File: config.mk
export PLATFORM = sky130hd
export DESIGN_NAME = sram_host
export DESIGN_NICKNAME = d
export VERILOG_FILES = /design/src/include/sram_host_pkg.sv /design/src/sram_host.sv
export SDC_FILE = /design/constraint.sdc
export NUM_CORES = 1
export LEC_CHECK = 0
export CAP_MARGIN = 20
export CORE_ASPECT_RATIO = 0.5
export CORE_MARGIN = 4
export CORE_UTILIZATION = 60
export CTS_CLUSTER_SIZE = 40
export DETAILED_ROUTE_END_ITERATION = 8
export DONT_BUFFER_PORTS = 1
export MAX_ROUTING_LAYER = met4
export PLACE_DENSITY = 0.74
export SLEW_MARGIN = 10
export SYNTH_ARGS = -nofsm -noshare
export SYNTH_HDL_FRONTEND = slang
export SYNTH_SLANG_ARGS = --single-unit
File: constraint.sdc
create_clock -name core_clk -period 2.4 [get_ports core_clk]
set_input_delay 0.48 -clock core_clk [delete_from_list [all_inputs] [get_ports core_clk]]
set_output_delay 0.48 -clock core_clk [all_outputs]
set_load 0.01 [all_outputs]
File: src/include/sram_host_pkg.sv
package sram_host_pkg;
  // ****************************************
  // Geometry
  // ****************************************
  localparam int ADDR_W    = 15;
  localparam int DATA_W    = 8;
  localparam int MEM_DEPTH = 32768;

  // ****************************************
  // Timing, in ns for the slowest grade
  // ****************************************
  localparam int CLK_PERIOD_NS          = 25;
  localparam int READ_CYCLE_MIN_NS      = 25;
  localparam int SELECT_ACCESS_MAX_NS   = 25;
  localparam int DRIVE_ENABLE_ACCESS_NS = 8;
  localparam int DESELECT_TO_HIGH_Z_NS  = 9;
  localparam int DRIVE_DIS_TO_HIGH_Z_NS = 7;
  localparam int WRITE_CYCLE_MIN_NS     = 25;
  localparam int SELECT_TO_WRITE_END_NS = 15;
  localparam int ADDR_VALID_TO_END_NS   = 15;
  localparam int STROBE_LOW_TO_HIGH_Z_NS = 10;

  function automatic int ceil_cycles(input int ns);
    int c;
    c = (ns + CLK_PERIOD_NS - 1) / CLK_PERIOD_NS;
    return (c < 1) ? 1 : c;
  endfunction

  // Sample one cycle after access time, so add a cycle of margin to the read access count
  localparam int READ_ACCESS_CYC = ceil_cycles(SELECT_ACCESS_MAX_NS) + 1;
  localparam int READ_CYCLE_CYC  = ceil_cycles(READ_CYCLE_MIN_NS);
  localparam int WRITE_LOW_CYC   = ceil_cycles(SELECT_TO_WRITE_END_NS);
  localparam int WRITE_CYCLE_CYC = ceil_cycles(WRITE_CYCLE_MIN_NS);
  localparam int TURN_CYC        = ceil_cycles(DESELECT_TO_HIGH_Z_NS);
  localparam int CNT_W           = 4;

  typedef enum logic [2:0] {
    ST_IDLE  = 3'b000,
    ST_RSEL  = 3'b001,
    ST_RHOLD = 3'b011,
    ST_WSET  = 3'b100,
    ST_WLOW  = 3'b101,
    ST_WEND  = 3'b111,
    ST_TURN  = 3'b010
  } sram_state_e;
endpackage

File: src/sram_host.sv
`timescale 1ns/1ps
// Notes on behaviour
// - Write happens while select and strobe are both low; bus carries data in.
// - Read happens with strobe high, select and drive enable low.
// - Successive reads spaced at least the read cycle minimum.
// - Successive writes spaced at least the write cycle minimum.
// - Select held low at least select-to-write-end before write ends.
// - Reduced-power parts need the longer select-to-write-end figure.
// - Address stable at least addr-valid-to-write-end before write ends.
// - Write spans the overlap of select and strobe low.
module sram_host
  import sram_host_pkg::*;
#(
  parameter int AW = ADDR_W,
  parameter int DW = DATA_W
) (
  input  wire logic          core_clk,
  input  wire logic          rst_n,
  input  wire logic          req_valid,
  input  wire logic          req_write,
  input  wire logic [AW-1:0] req_addr,
  input  wire logic [DW-1:0] req_wdata,
  output logic               req_ready,
  output logic               rsp_valid,
  output logic [DW-1:0]      rsp_rdata,
  output logic [AW-1:0]      address_pins,
  output logic               select_n,
  output logic               drive_enable_n,
  output logic               write_strobe_n,
  input  wire logic [DW-1:0] data_bus_pins_i,
  output logic [DW-1:0]      data_bus_pins_o,
  output logic               data_bus_pins_oe_n
);
  import sram_host_pkg::*;

  // ****************************************
  // Sequencer
  // ****************************************
  sram_state_e      state_q;
  logic [CNT_W-1:0] cnt_q;
  logic [DW-1:0]    rd_meta_q;
  logic [DW-1:0]    rd_sync_q;

  assign req_ready = (state_q == ST_IDLE);

  // Control pins stay high between cycles, so the memory idles in standby
  always_ff @(posedge core_clk) begin
    if (!rst_n) begin
      state_q <= ST_IDLE;
      cnt_q   <= '0;
    end else begin
      case (state_q)
        ST_IDLE: begin
          cnt_q <= '0;
          if (req_valid) begin
            state_q <= req_write ? ST_WSET : ST_RSEL;
          end
        end
        ST_RSEL: begin
          cnt_q <= cnt_q + 1'b1;
          if (cnt_q == CNT_W'(READ_ACCESS_CYC + 1)) begin
            state_q <= ST_RHOLD;
          end
        end
        ST_RHOLD: begin
          cnt_q   <= '0;
          state_q <= ST_TURN;
        end
        ST_WSET: begin
          cnt_q   <= '0;
          state_q <= ST_WLOW;
        end
        ST_WLOW: begin
          cnt_q <= cnt_q + 1'b1;
          if (cnt_q == CNT_W'(WRITE_LOW_CYC - 1)) begin
            state_q <= ST_WEND;
          end
        end
        ST_WEND: begin
          cnt_q   <= '0;
          state_q <= ST_TURN;
        end
        ST_TURN: begin
          cnt_q <= cnt_q + 1'b1;
          if (cnt_q == CNT_W'(TURN_CYC - 1)) begin
            state_q <= ST_IDLE;
          end
        end
        default: begin
          state_q <= ST_IDLE;
          cnt_q   <= '0;
        end
      endcase
    end
  end

  // ****************************************
  // Pin drive
  // ****************************************
  always_ff @(posedge core_clk) begin
    if (!rst_n) begin
      address_pins       <= '0;
      data_bus_pins_o    <= '0;
      select_n           <= 1'b1;
      drive_enable_n     <= 1'b1;
      write_strobe_n     <= 1'b1;
      data_bus_pins_oe_n <= 1'b1;
    end else begin
      case (state_q)
        ST_IDLE: begin
          select_n           <= 1'b1;
          drive_enable_n     <= 1'b1;
          write_strobe_n     <= 1'b1;
          data_bus_pins_oe_n <= 1'b1;
          if (req_valid) begin
            address_pins    <= req_addr;
            data_bus_pins_o <= req_wdata;
            select_n        <= 1'b0;
            drive_enable_n  <= req_write;
          end
        end
        ST_WSET: begin
          write_strobe_n     <= 1'b0;
          data_bus_pins_oe_n <= 1'b0;
        end
        ST_WEND: begin
          // Strobe and select rise together; data and address held one more cycle
          write_strobe_n <= 1'b1;
          select_n       <= 1'b1;
        end
        ST_RHOLD: begin
          select_n       <= 1'b1;
          drive_enable_n <= 1'b1;
        end
        ST_TURN: begin
          // Bus released last, after strobe rise, so neither side fights
          data_bus_pins_oe_n <= 1'b1;
        end
        default: begin
        end
      endcase
    end
  end

  // ****************************************
  // Read capture
  // ****************************************
  always_ff @(posedge core_clk) begin
    if (!rst_n) begin
      rd_meta_q <= '0;
      rd_sync_q <= '0;
    end else begin
      rd_meta_q <= data_bus_pins_i;
      rd_sync_q <= rd_meta_q;
    end
  end

  // Data was stable through the access window, so the synchroniser delay is harmless
  always_ff @(posedge core_clk) begin
    if (!rst_n) begin
      rsp_valid <= 1'b0;
      rsp_rdata <= '0;
    end else begin
      rsp_valid <= (state_q == ST_RHOLD);
      if (state_q == ST_RHOLD) begin
        rsp_rdata <= rd_sync_q;
      end
    end
  end

  // ****************************************
  // Checks
  // ****************************************
  a_no_bus_fight: assert property (@(posedge core_clk) disable iff (!rst_n)
    !(data_bus_pins_oe_n == 1'b0 && drive_enable_n == 1'b0))
    else $error("Host drives bus while memory output enabled");

  a_write_overlap: assert property (@(posedge core_clk) disable iff (!rst_n)
    !write_strobe_n |-> !select_n)
    else $error("Strobe low without select");

  a_strobe_width: assert property (@(posedge core_clk) disable iff (!rst_n)
    $fell(write_strobe_n) |-> !write_strobe_n [*2])
    else $error("Write strobe too short");

  a_addr_stable: assert property (@(posedge core_clk) disable iff (!rst_n)
    !write_strobe_n |-> $stable(address_pins))
    else $error("Address moved during write");

  a_data_stable: assert property (@(posedge core_clk) disable iff (!rst_n)
    $rose(write_strobe_n) |-> $stable(data_bus_pins_o) && !data_bus_pins_oe_n)
    else $error("Write data not held at write end");

  a_read_access: assert property (@(posedge core_clk) disable iff (!rst_n)
    $fell(drive_enable_n) |-> !drive_enable_n [*4])
    else $error("Read sampled before access time");

  a_read_resp: assert property (@(posedge core_clk) disable iff (!rst_n)
    $fell(drive_enable_n) |-> ##[1:8] rsp_valid)
    else $error("Read answer missing");

  a_cycle_gap: assert property (@(posedge core_clk) disable iff (!rst_n)
    $rose(select_n) |-> select_n [*2])
    else $error("Cycles spaced too closely");

  a_idle_standby: assert property (@(posedge core_clk) disable iff (!rst_n)
    (state_q == ST_IDLE) && !$past(req_valid) |-> select_n && data_bus_pins_oe_n)
    else $error("Not in standby while idle");
endmodule
# Yosys cells after proc, flatten, opt, wreduce, memory -nomap -nowiden
# Index checks and enable logic that the tools add are counted.
# word_totals
regBits	59
latch_bits	0
ram_bits	0
mem_bits_ro	0
wordCells	49
n_memories	0
# op_classes
n_addsub	1
mul	0
div	0
n_lt_le_gt_ge	0
eq_ne	11
n_shift	0
muxes	12
bitwise	0
n_reduce_logical	13
# ops
cell	n
$pmux W3 S6	1
$mux W3	5
$eq A3 B3 Y1 const B	3
$ne A2 B2 Y1 const B	4
$pmux W1 S2	4
$reduce_bool A2 Y1	4
$eq A3 B2 Y1 const B	2
$reduce_or A2 Y1	3
$add A4 B1 Y4 const B	1
$eq A4 B2 Y1 const B	1
$logic_not A4 Y1	1
$reduce_and A2 Y1	2
$reduce_and A4 Y1	1
$eq A3 B1 Y1 const B	1
$logic_not A3 Y1	1
$reduce_or A3 Y1	1
$mux W1	2

# Depth between registers and ports, before layout
# Gate-level depths: netlist (run 1).
# logic_depth
ltp_word	3
ltp_mapped	5

# Least setup slack after synthesis (run 1)
# Ideal clock, no wire load.
# synth_timing
kind	reg2out
start	register state_q[0]
end	output req_ready
arrival_ps	834
required_ps	1920
path_slack_ps	1086
path_stages_with_launch	3
n_path_buf	1
path_cell_list	dfxtp_1 > buf_2 > nor3_1
# synth_between
elab_chain_cells	1
# synth_rtl
item	line	rtl
start: declaration	sram_host.sv:39	sram_state_e state_q;
start signal: assignment	sram_host.sv:56	state_q <= req_write ? ST_WSET : ST_RSEL;
$logic_not A3 Y1	sram_host.sv:44	assign req_ready = (state_q == ST_IDLE);
end: declaration	sram_host.sv:23	output logic req_ready,
# Every way passes these cells.

# Worst setup path after layout (run 1)
# Ends and elaborated chain as after synthesis.

==> results.json, run 1 <==
{
  "intPower_mw": 1.53,
  "peakVddDrop_mv": 0.561,
  "dp_hpwl_mm": 2.50,
  "slew_headroom": 0.638,
  "grt_overflow": 0,
  "cts_sinks": 59,
  "share_seq_of_total_power": 0.554,
  "row_count": 14,
  "fin_crit_sh": 0.732,
  "grtUsageTotal": 0.181,
  "rrSetupSlack_ns": 0.76,
  "rsz0062_at_grt": "false",
  "synth_edf_count": 0,
  "synth_async_sr_flop_share": 0,
  "fin_nets": 258,
  "multi_input_area_um2": 808,
  "grt_pass1_vias": 1371,
  "regArea_um2": 1180,
  "grt_max_degree": 70,
  "vias": 1432,
  "switchingPower_uw": 443,
  "final_layout_size_suffix_gt1_frac": 0.0756,
  "combPwrFrac": 0.050,
  "setup_viol_count_final": 0,
  "portBuffers": 0,
  "dr.pass1.iters": 4,
  "initial_utilization": 0.664,
  "synth.distinct_cells": 32,
  "end_kind": "output port",
  "path_clk_slew_ns": 0.06,
  "crit_path_end": "req_ready",
  "status": "complete, no violations",
  "vias_per_cell": 5.25,
  "antenna_left": 0,
  "startpoint_type": "register",
  "ys_warn_count": 0,
  "crit_family": "simple AND/OR/NAND/NOR gates",
  "syn_inst": 226,
  "max_freq_ghz": 0.569,
  "clockBufferDepth": 2,
  "cp.arrival_ns": 1.28,
  "required_ns": 1.92,
  "syn-cell-area_um2": 2110,
  "cts_tree": "yes",
  "syn2layout_area_growth_pct": 7.43,
  "cts_root_buf": "clkbuf_8",
  "die_y_um": 49.9,
  "antennaDiodeCount": 0,
  "clockPowerShare": 0.396,
  "syn-num-nets": 263,
  "cts_made_buffers": 9,
  "ctsResizeCount": 0,
  "crit_slowest_cell": "nor3_1",
  "reg2reg_depth": 3,
  "max_slew.worst_pin.slew_ns": 0.542,
  "r2r_end": "rsp_rdata[5]",
  "r2r_start": "state_q[0]",
  "hold_slack_ns": 0.244,
  "drc": 0,
  "cap_violations": 0,
  "cts-hold-fix-buffers": 0,
  "crit_cells": 1,
  "slew_viol_final": 0,
  "power.density_nw_per_um2": 872,
  "drt-total-wl_mm": 3.63,
  "wl_per_cell_um": 13.3,
  "power.leakage_nw": 0.904,
  "cts_setup_buffers": 0,
  "slowest_delay_ns": 0.50,
  "core_um2": 3170,
  "io_pins": 72,
  "path_class": "reg -> out",
  "crit_path_start": "state_q[0]",
  "grt_pass1_wl_mm": 6.17,
  "setup_slack_ns": 0.644,
  "crit_fanout": 16,
  "holdCritPathClass": "in -> reg",
  "tns_ns": 0,
  "clkLatencyLatePin_ns": 0.31,
  "min_period_ns": 1.76,
  "layout_common_cells": "dfxtp_1 (59), nand2_1 (26), nand3_1 (25), o21ai_1 (18)",
  "die_area_um2": 4580,
  "die_w_um": 91.8,
  "synthFlopType": "dfxtp_1",
  "path_buf_inv": 0,
  "hold_start": "rst_n",
  "finalHoldViolations": 0,
  "drt_first_iter_violations": 51,
  "gp_congestion": 0.778,
  "skew_ns": 0.00445,
  "switching_share": 0.225,
  "syn_area_per_cell_um2": 9.32,
  "grt_antenna_before_repair": 0,
  "yosysSeqAreaShare": 0.561,
  "place_ws_ns": 0.747,
  "nFillCells": 257,
  "ys_seq_elements": 59,
  "htreeDepth": 3,
  "layout_commonest_cell": "dfxtp_1",
  "path_cells": "nor3_1"
}
-- power groups by stage --
stage	Clock (mW)	Sequential [mW]	Combinational [mW]
final	0.780	1.09	0.0992
after global placement	0	1.11	0.0969
after CTS	0.808	1.09	0.100
after detailed placement	0	1.11	0.101
after global routing	0.859	1.10	0.117
after floorplan	0	1.09	0.118
-- routing by layer --
layer,vias up,part of all wire,global-route usage
met5,-,0,-
met1,635,0.43,0.199
met3,2,0.10,0.108
li1,741,-,-
met4,0,0.0022,0.0517
met2,54,0.46,0.278
-- flip-flops by register name, indices dropped and copies added (netlist names), 3 cells and up --
name / count
address_pins: 15
state_q: 3
cnt_q: 4
rsp_rdata: 8
rd_meta_q: 8
rd_sync_q: 8
data_bus_pins_o: 8
-- layout make-up --
| class | instances | share of cell area |
|---|---|---|
| multi-input cells | 143 | 0.357 |
| well taps | 48 | 0.0265 |
| repair buffers | 1 | 0.00332 |
| clock inverters | 2 | 0.00442 |
| inverters | 7 | 0.0116 |
| flip-flops and latches | 59 | 0.522 |
| clock buffers | 13 | 0.0747 |
-- synthesized netlist by cell type (all sizes together), types with 3 or more instances --
master  instances  area share
dfxtp          59        0.56
nand2          26       0.046
o21ai          26       0.062
nand3          25       0.059
and2           16       0.048
nor2           16       0.029
buf            11       0.036
mux2i           8       0.038
inv             7       0.012
clkbuf          6       0.011
nand3b          3       0.011
nor3b           3       0.011
-- worst min-delay path by stage --
stage / end / depth (start not counted)
CTS: select_n / 1
floorplan: rd_sync_q[0] / 1
finish: select_n / 1
global placement: rd_sync_q[6] / 1
detailed placement: rd_sync_q[7] / 1
global route: select_n / 1
-- stage by stage --
stage          cells   util  area [um2]  power, mW
2_1_floorplan    226      -        2110       1.21
3_3_place_gp     258  0.657        2080       1.21
3_5_place_dp     258  0.657        2080       1.21
4_1_cts          273  0.713        2260       2.00
5_1_grt          273  0.713        2260       2.08
6_report         273  0.713        2260       1.97
-- logic make-up after synthesis --
logic type      count (synthesis)  share of synthesized area
flops                          59                      0.561
xor+xnor                        2                    0.00832
mux                             9                     0.0434
fa+ha+maj                       2                     0.0119
buf+inv                        24                     0.0594
simple gates                   97                      0.231
compound gates                 33                     0.0850
Power figures use the tool's default switching activity.
==> inputs of run 2 (changes only) <==
==> constraint.sdc (replaced) <==
create_clock -name core_clk -period 1.65 [get_ports core_clk]
set_input_delay 0.33 -clock core_clk [delete_from_list [all_inputs] [get_ports core_clk]]
set_output_delay 0.33 -clock core_clk [all_outputs]
set_load 0.01 [all_outputs]
==> run 2 against run 1 <==
Sequential power up 45%. Combinational power up 68%. Critical endpoint unchanged. Core utilization up 3.6 points. Count of clock-buffer cells in the layout down 2. Non-clock buffer count up 3.
==> results.json, run 2 (synthesized netlist as in run 1, its figures left out) <==
{
  "status": "complete, no violations",
  "slew_viol_final": 0,
  "placed_area_um2": 2130,
  "rrSetupSlack_ns": 0.28,
  "final_area_um2": 2380,
  "crit_slowest_cell": "dfxtp_1",
  "grtUsageTotal": 0.180,
  "max_slew.worst_pin.slew_ns": 0.392,
  "grt_max_degree": 70,
  "finalHoldViolations": 0,
  "holdCritPathClass": "in -> reg",
  "rsz0062_at_grt": "false",
  "die_w_um": 91.8,
  "initial_utilization": 0.664,
  "dr.pass1.iters": 5,
  "cts_made_buffers": 9,
  "min_to": "select_n",
  "grt_pass1_wl_mm": 6.27,
  "gp_congestion": 0.783,
  "startpoint_type": "register",
  "syn2layout_area_growth_pct": 12.9,
  "layout_commonest_cell": "dfxtp_1",
  "cp.arrival_ns": 1.13,
  "drt_first_iter_violations": 86,
  "final_layout_size_suffix_gt1_frac": 0.0961,
  "cts_tree": "yes",
  "hold_slack_ns": 0.118,
  "max_freq_ghz": 0.687,
  "vias_per_cell": 5.15,
  "path_clk_slew_ns": 0.07,
  "antenna_left": 0,
  "reg2reg_depth": 4,
  "dp_hpwl_mm": 2.47,
  "cts_root_buf": "clkbuf_8",
  "clockBufferDepth": 2,
  "hold_start": "rst_n",
  "core_um2": 3170,
  "layout_common_cells": "dfxtp_1 (59), nand2_1 (26), nand3_1 (25), o21ai_1 (18)",
  "path_buf_inv": 0,
  "end_kind": "output port",
  "fin_nets": 261,
  "path_class": "reg -> out",
  "skew_ns": 0.00496,
  "min_path_cells": 1,
  "required_ns": 1.32,
  "cts_sinks": 59,
  "wl_per_cell_um": 13.3,
  "peakVddDrop_mv": 0.770,
  "slew_headroom": 0.738,
  "min_period_ns": 1.46,
  "final_util": 0.750,
  "die_area_um2": 4580,
  "vias": 1426,
  "antennaDiodeCount": 0,
  "setup_viol_count_final": 0,
  "power.density_nw_per_um2": 1400,
  "largest-register": "address_pins",
  "power.leakage_nw": 0.958,
  "cts_setup_buffers": 0,
  "portBuffers": 0,
  "cap_violations": 0,
  "htreeDepth": 3,
  "crit_family": "flip-flops",
  "r2r_start": "state_q[2]",
  "slowest_delay_ns": 0.43,
  "grt_overflow": 0,
  "grt_pass1_vias": 1370,
  "fin_crit_sh": 0.882,
  "path_cells": "nor3_2",
  "row_count": 14,
  "grt_antenna_before_repair": 0,
  "largest_reg_flops": 15,
  "clkLatencyLatePin_ns": 0.32,
  "die_y_um": 49.9,
  "drc": 0,
  "total_power_mw": 3.32,
  "crit_fanout": 11,
  "drt-total-wl_mm": 3.68,
  "io_pins": 72,
  "r2r_end": "rsp_rdata[7]",
  "tns_ns": 0,
  "cts-hold-fix-buffers": 0
}
run 2: cell types whose count changed in the layout (fill, tap and decap cells not counted), sizes merged:
cell | previous run | this run
buf | 1 | 4
bufinv | 0 | 3
clkbuf | 13 | 11
run 2: cell type report:
type	count	area, um2
clock buffers	11	141
clock inverters	5	100
fillers	221	793
inverters	7	26.3
multi-input cells	143	813
flip-flops and latches	59	1180
well taps	48	60.1
repair buffers	4	55.1
run 2: how the worst max path moves through the flow:
stage,slack [ns],from,end,cells past startpoint
finish,0.19,state_q[2],req_ready,1
global route,0.14,state_q[2],req_ready,1
CTS,0.05,state_q[2],req_ready,1
detailed placement,0.30,state_q[2],rsp_rdata[7],4
global placement,0.35,state_q[2],rsp_rdata[2],4
floorplan,0.44,cnt_q[0],state_q[1],5
run 2: metrics by stage:
stage	worst slack, ns	cells
floorplan	0.435	226
global placement	0.352	261
detailed placement	0.297	261
CTS	0.0518	277
global route	0.136	277
finish	0.195	277
run 2: power breakdown:
group	switching [mW]	internal, mW	leakage [nW]	total, mW
Combinational	0.0898	0.0771	0.351	0.167
Sequential	0.0814	1.50	0.484	1.58
Clock	0.528	1.04	0.123	1.57
Total	0.699	2.62	0.958	3.32
run 2: metal layers:
metal  vias up  track usage  share of wire
met2        52        0.266           0.42
met1       627        0.203           0.45
met3         4        0.122           0.12
li1        743            -              -
met4         0       0.0394         0.0071
met5         -            -              0
run 2: timing repair:
action	in CTS	in global routing
endpoints found under the setup margin	0	1
endpoints found under the hold margin	0	0
gates resized for setup	0	1
==> inputs of run 3 (changes only) <==
--- a/config.mk
+++ b/config.mk
@@ -14,7 +14,8 @@
 export DONT_BUFFER_PORTS = 1
 export MAX_ROUTING_LAYER = met4
 export PLACE_DENSITY = 0.74
-export SLEW_MARGIN = 10
+export RECOVER_POWER = 100
+export SLEW_MARGIN = 20
 export SYNTH_ARGS = -nofsm -noshare
 export SYNTH_HDL_FRONTEND = slang
 export SYNTH_SLANG_ARGS = --single-unit
==> run 3 against run 2 <==
Sequential power about the same. Total power fell by 0.27%. Setup slack improved by 0.0061 ns. First-iteration DRC count up 1.2%. Worst hold slack improved by 0.0046 ns. Final cell count stayed put. Clock skew about the same. Combinational power down 5%. Register-to-register slack worse by 0.02 ns. Critical path type unchanged. Critical path depth unchanged. Die area unchanged. Clock power barely moved.
==> results.json, run 3 (synthesized netlist as in run 1, its figures left out) <==
{
  "syn2layout_area_growth_pct": 12.7,
  "dp_hpwl_mm": 2.47,
  "grt_pass1_vias": 1370,
  "path_cells": "nor3_2",
  "setup_slack_ns": 0.201,
  "layout_commonest_cell": "dfxtp_1",
  "dr.pass1.iters": 5,
  "place_ws_ns": 0.297,
  "cts_made_buffers": 9,
  "slew_headroom": 0.737,
  "tns_ns": 0,
  "path_clk_slew_ns": 0.07,
  "crit_slowest_cell": "dfxtp_1",
  "vias_per_cell": 5.22,
  "antenna_left": 0,
  "core_um2": 3170,
  "share_seq_of_total_power": 0.478,
  "path_class": "reg -> out",
  "grt_pass1_wl_mm": 6.27,
  "cp.arrival_ns": 1.12,
  "power.density_nw_per_um2": 1390,
  "end_kind": "output port",
  "rsz0062_at_grt": "false",
  "layout_common_cells": "dfxtp_1 (59), nand2_1 (26), nand3_1 (25), o21ai_0 (24), nor2_1 (16)",
  "drt_first_iter_violations": 87,
  "grt_overflow": 0,
  "antennaDiodeCount": 0,
  "largest-register": "address_pins",
  "wl_per_cell_um": 13.2,
  "grt_max_degree": 70,
  "max_slew.worst_pin.slew_ns": 0.394,
  "hold_slack_ns": 0.123,
  "skew_ns": 0.00486,
  "cts_tree": "yes",
  "peakVddDrop_mv": 0.767,
  "die_area_um2": 4580,
  "required_ns": 1.32,
  "fin_crit_sh": 0.878,
  "cap_violations": 0,
  "final_layout_size_suffix_gt1_frac": 0.0917,
  "drc": 0,
  "status": "complete, no violations",
  "die_y_um": 49.9,
  "path_buf_inv": 0,
  "max_freq_ghz": 0.690,
  "switchingPower_uw": 695,
  "gp_congestion": 0.783,
  "min_period_ns": 1.45,
  "clkLatencyLatePin_ns": 0.32,
  "intPower_mw": 2.61,
  "die_w_um": 91.8,
  "largest_reg_flops": 15,
  "fin_nets": 261,
  "initial_utilization": 0.664,
  "power.leakage_nw": 0.947,
  "crit_family": "flip-flops",
  "slowest_delay_ns": 0.43,
  "setup_viol_count_final": 0,
  "nFillCells": 223,
  "row_count": 14,
  "drt-total-wl_mm": 3.66,
  "crit_fanout": 11,
  "slew_viol_final": 0,
  "startpoint_type": "register",
  "switching_share": 0.210,
  "portBuffers": 0,
  "htreeDepth": 3,
  "grtUsageTotal": 0.180,
  "clockBufferDepth": 2,
  "regArea_um2": 1180,
  "io_pins": 72,
  "vias": 1447,
  "cts_sinks": 59,
  "finalHoldViolations": 0,
  "combPwrFrac": 0.048,
  "grt_antenna_before_repair": 0,
  "multi_input_area_um2": 813,
  "clockPowerShare": 0.474,
  "cts_root_buf": "clkbuf_8",
  "holdCritPathClass": "in -> reg"
}
==> run 3: power by group through the flow <==
stage          Combinational (mW)  Clock, mW  Sequential [mW]
6_report                    0.158       1.57             1.58
5_1_grt                     0.183       1.69             1.59
4_1_cts                     0.167       1.60             1.58
3_5_place_dp                0.168          0             1.61
3_3_place_gp                0.161          0             1.61
2_1_floorplan               0.171          0             1.59
==> run 3: repair_timing <==
action,CTS,global route
hold buffers,0,0
gates resized for setup,0,1
endpoints found under the setup margin,0,1
setup buffers,0,0
==> run 3: final timing paths <==
check        cells past startpoint         start  slack [ns]            to
max                              1    state_q[2]        0.20     req_ready
min                              1         rst_n        0.12      select_n
max reg2reg                      4    state_q[0]        0.26      cnt_q[3]
min reg2reg                      1  rd_meta_q[5]        0.43  rd_sync_q[5]
==> run 3: cell type report <==
type | instances | area share
Clock buffer | 11 | 0.0596
Clock inverter | 5 | 0.0422
Inverter | 7 | 0.0111
Multi-Input combinational cell | 143 | 0.343
Sequential cell | 59 | 0.498
Tap cell | 48 | 0.0253
Timing Repair Buffer | 4 | 0.0216
==> run 3: worst register-to-register path: cells and delay by family, from the launching register on <==
kind | cells | cell delay (ns)
AO/OA/AOI/OAI | 1 | 0.29
flip-flops | 1 | 0.54
AND/OR/NAND/NOR | 2 | 0.16
buffers and inverters | 1 | 0.28
==> run 3: layer usage <==
metal  wire length, um  vias up  GRT usage
met5                 0        -          -
met4                23        0     0.0394
met3               438        4      0.122
met2              1570       57      0.266
met1              1630      643      0.203
li1                  -      743          -
==> run 3: through the flow <==
step                cell area, um2  cells   util  power (mW)
global placement              2130    261  0.672        1.77
floorplan                     2110    226      -        1.76
CTS                           2370    277  0.748        3.35
detailed placement            2130    261  0.672        1.78
finish                        2370    277  0.749        3.31
global route                  2370    277  0.749        3.47
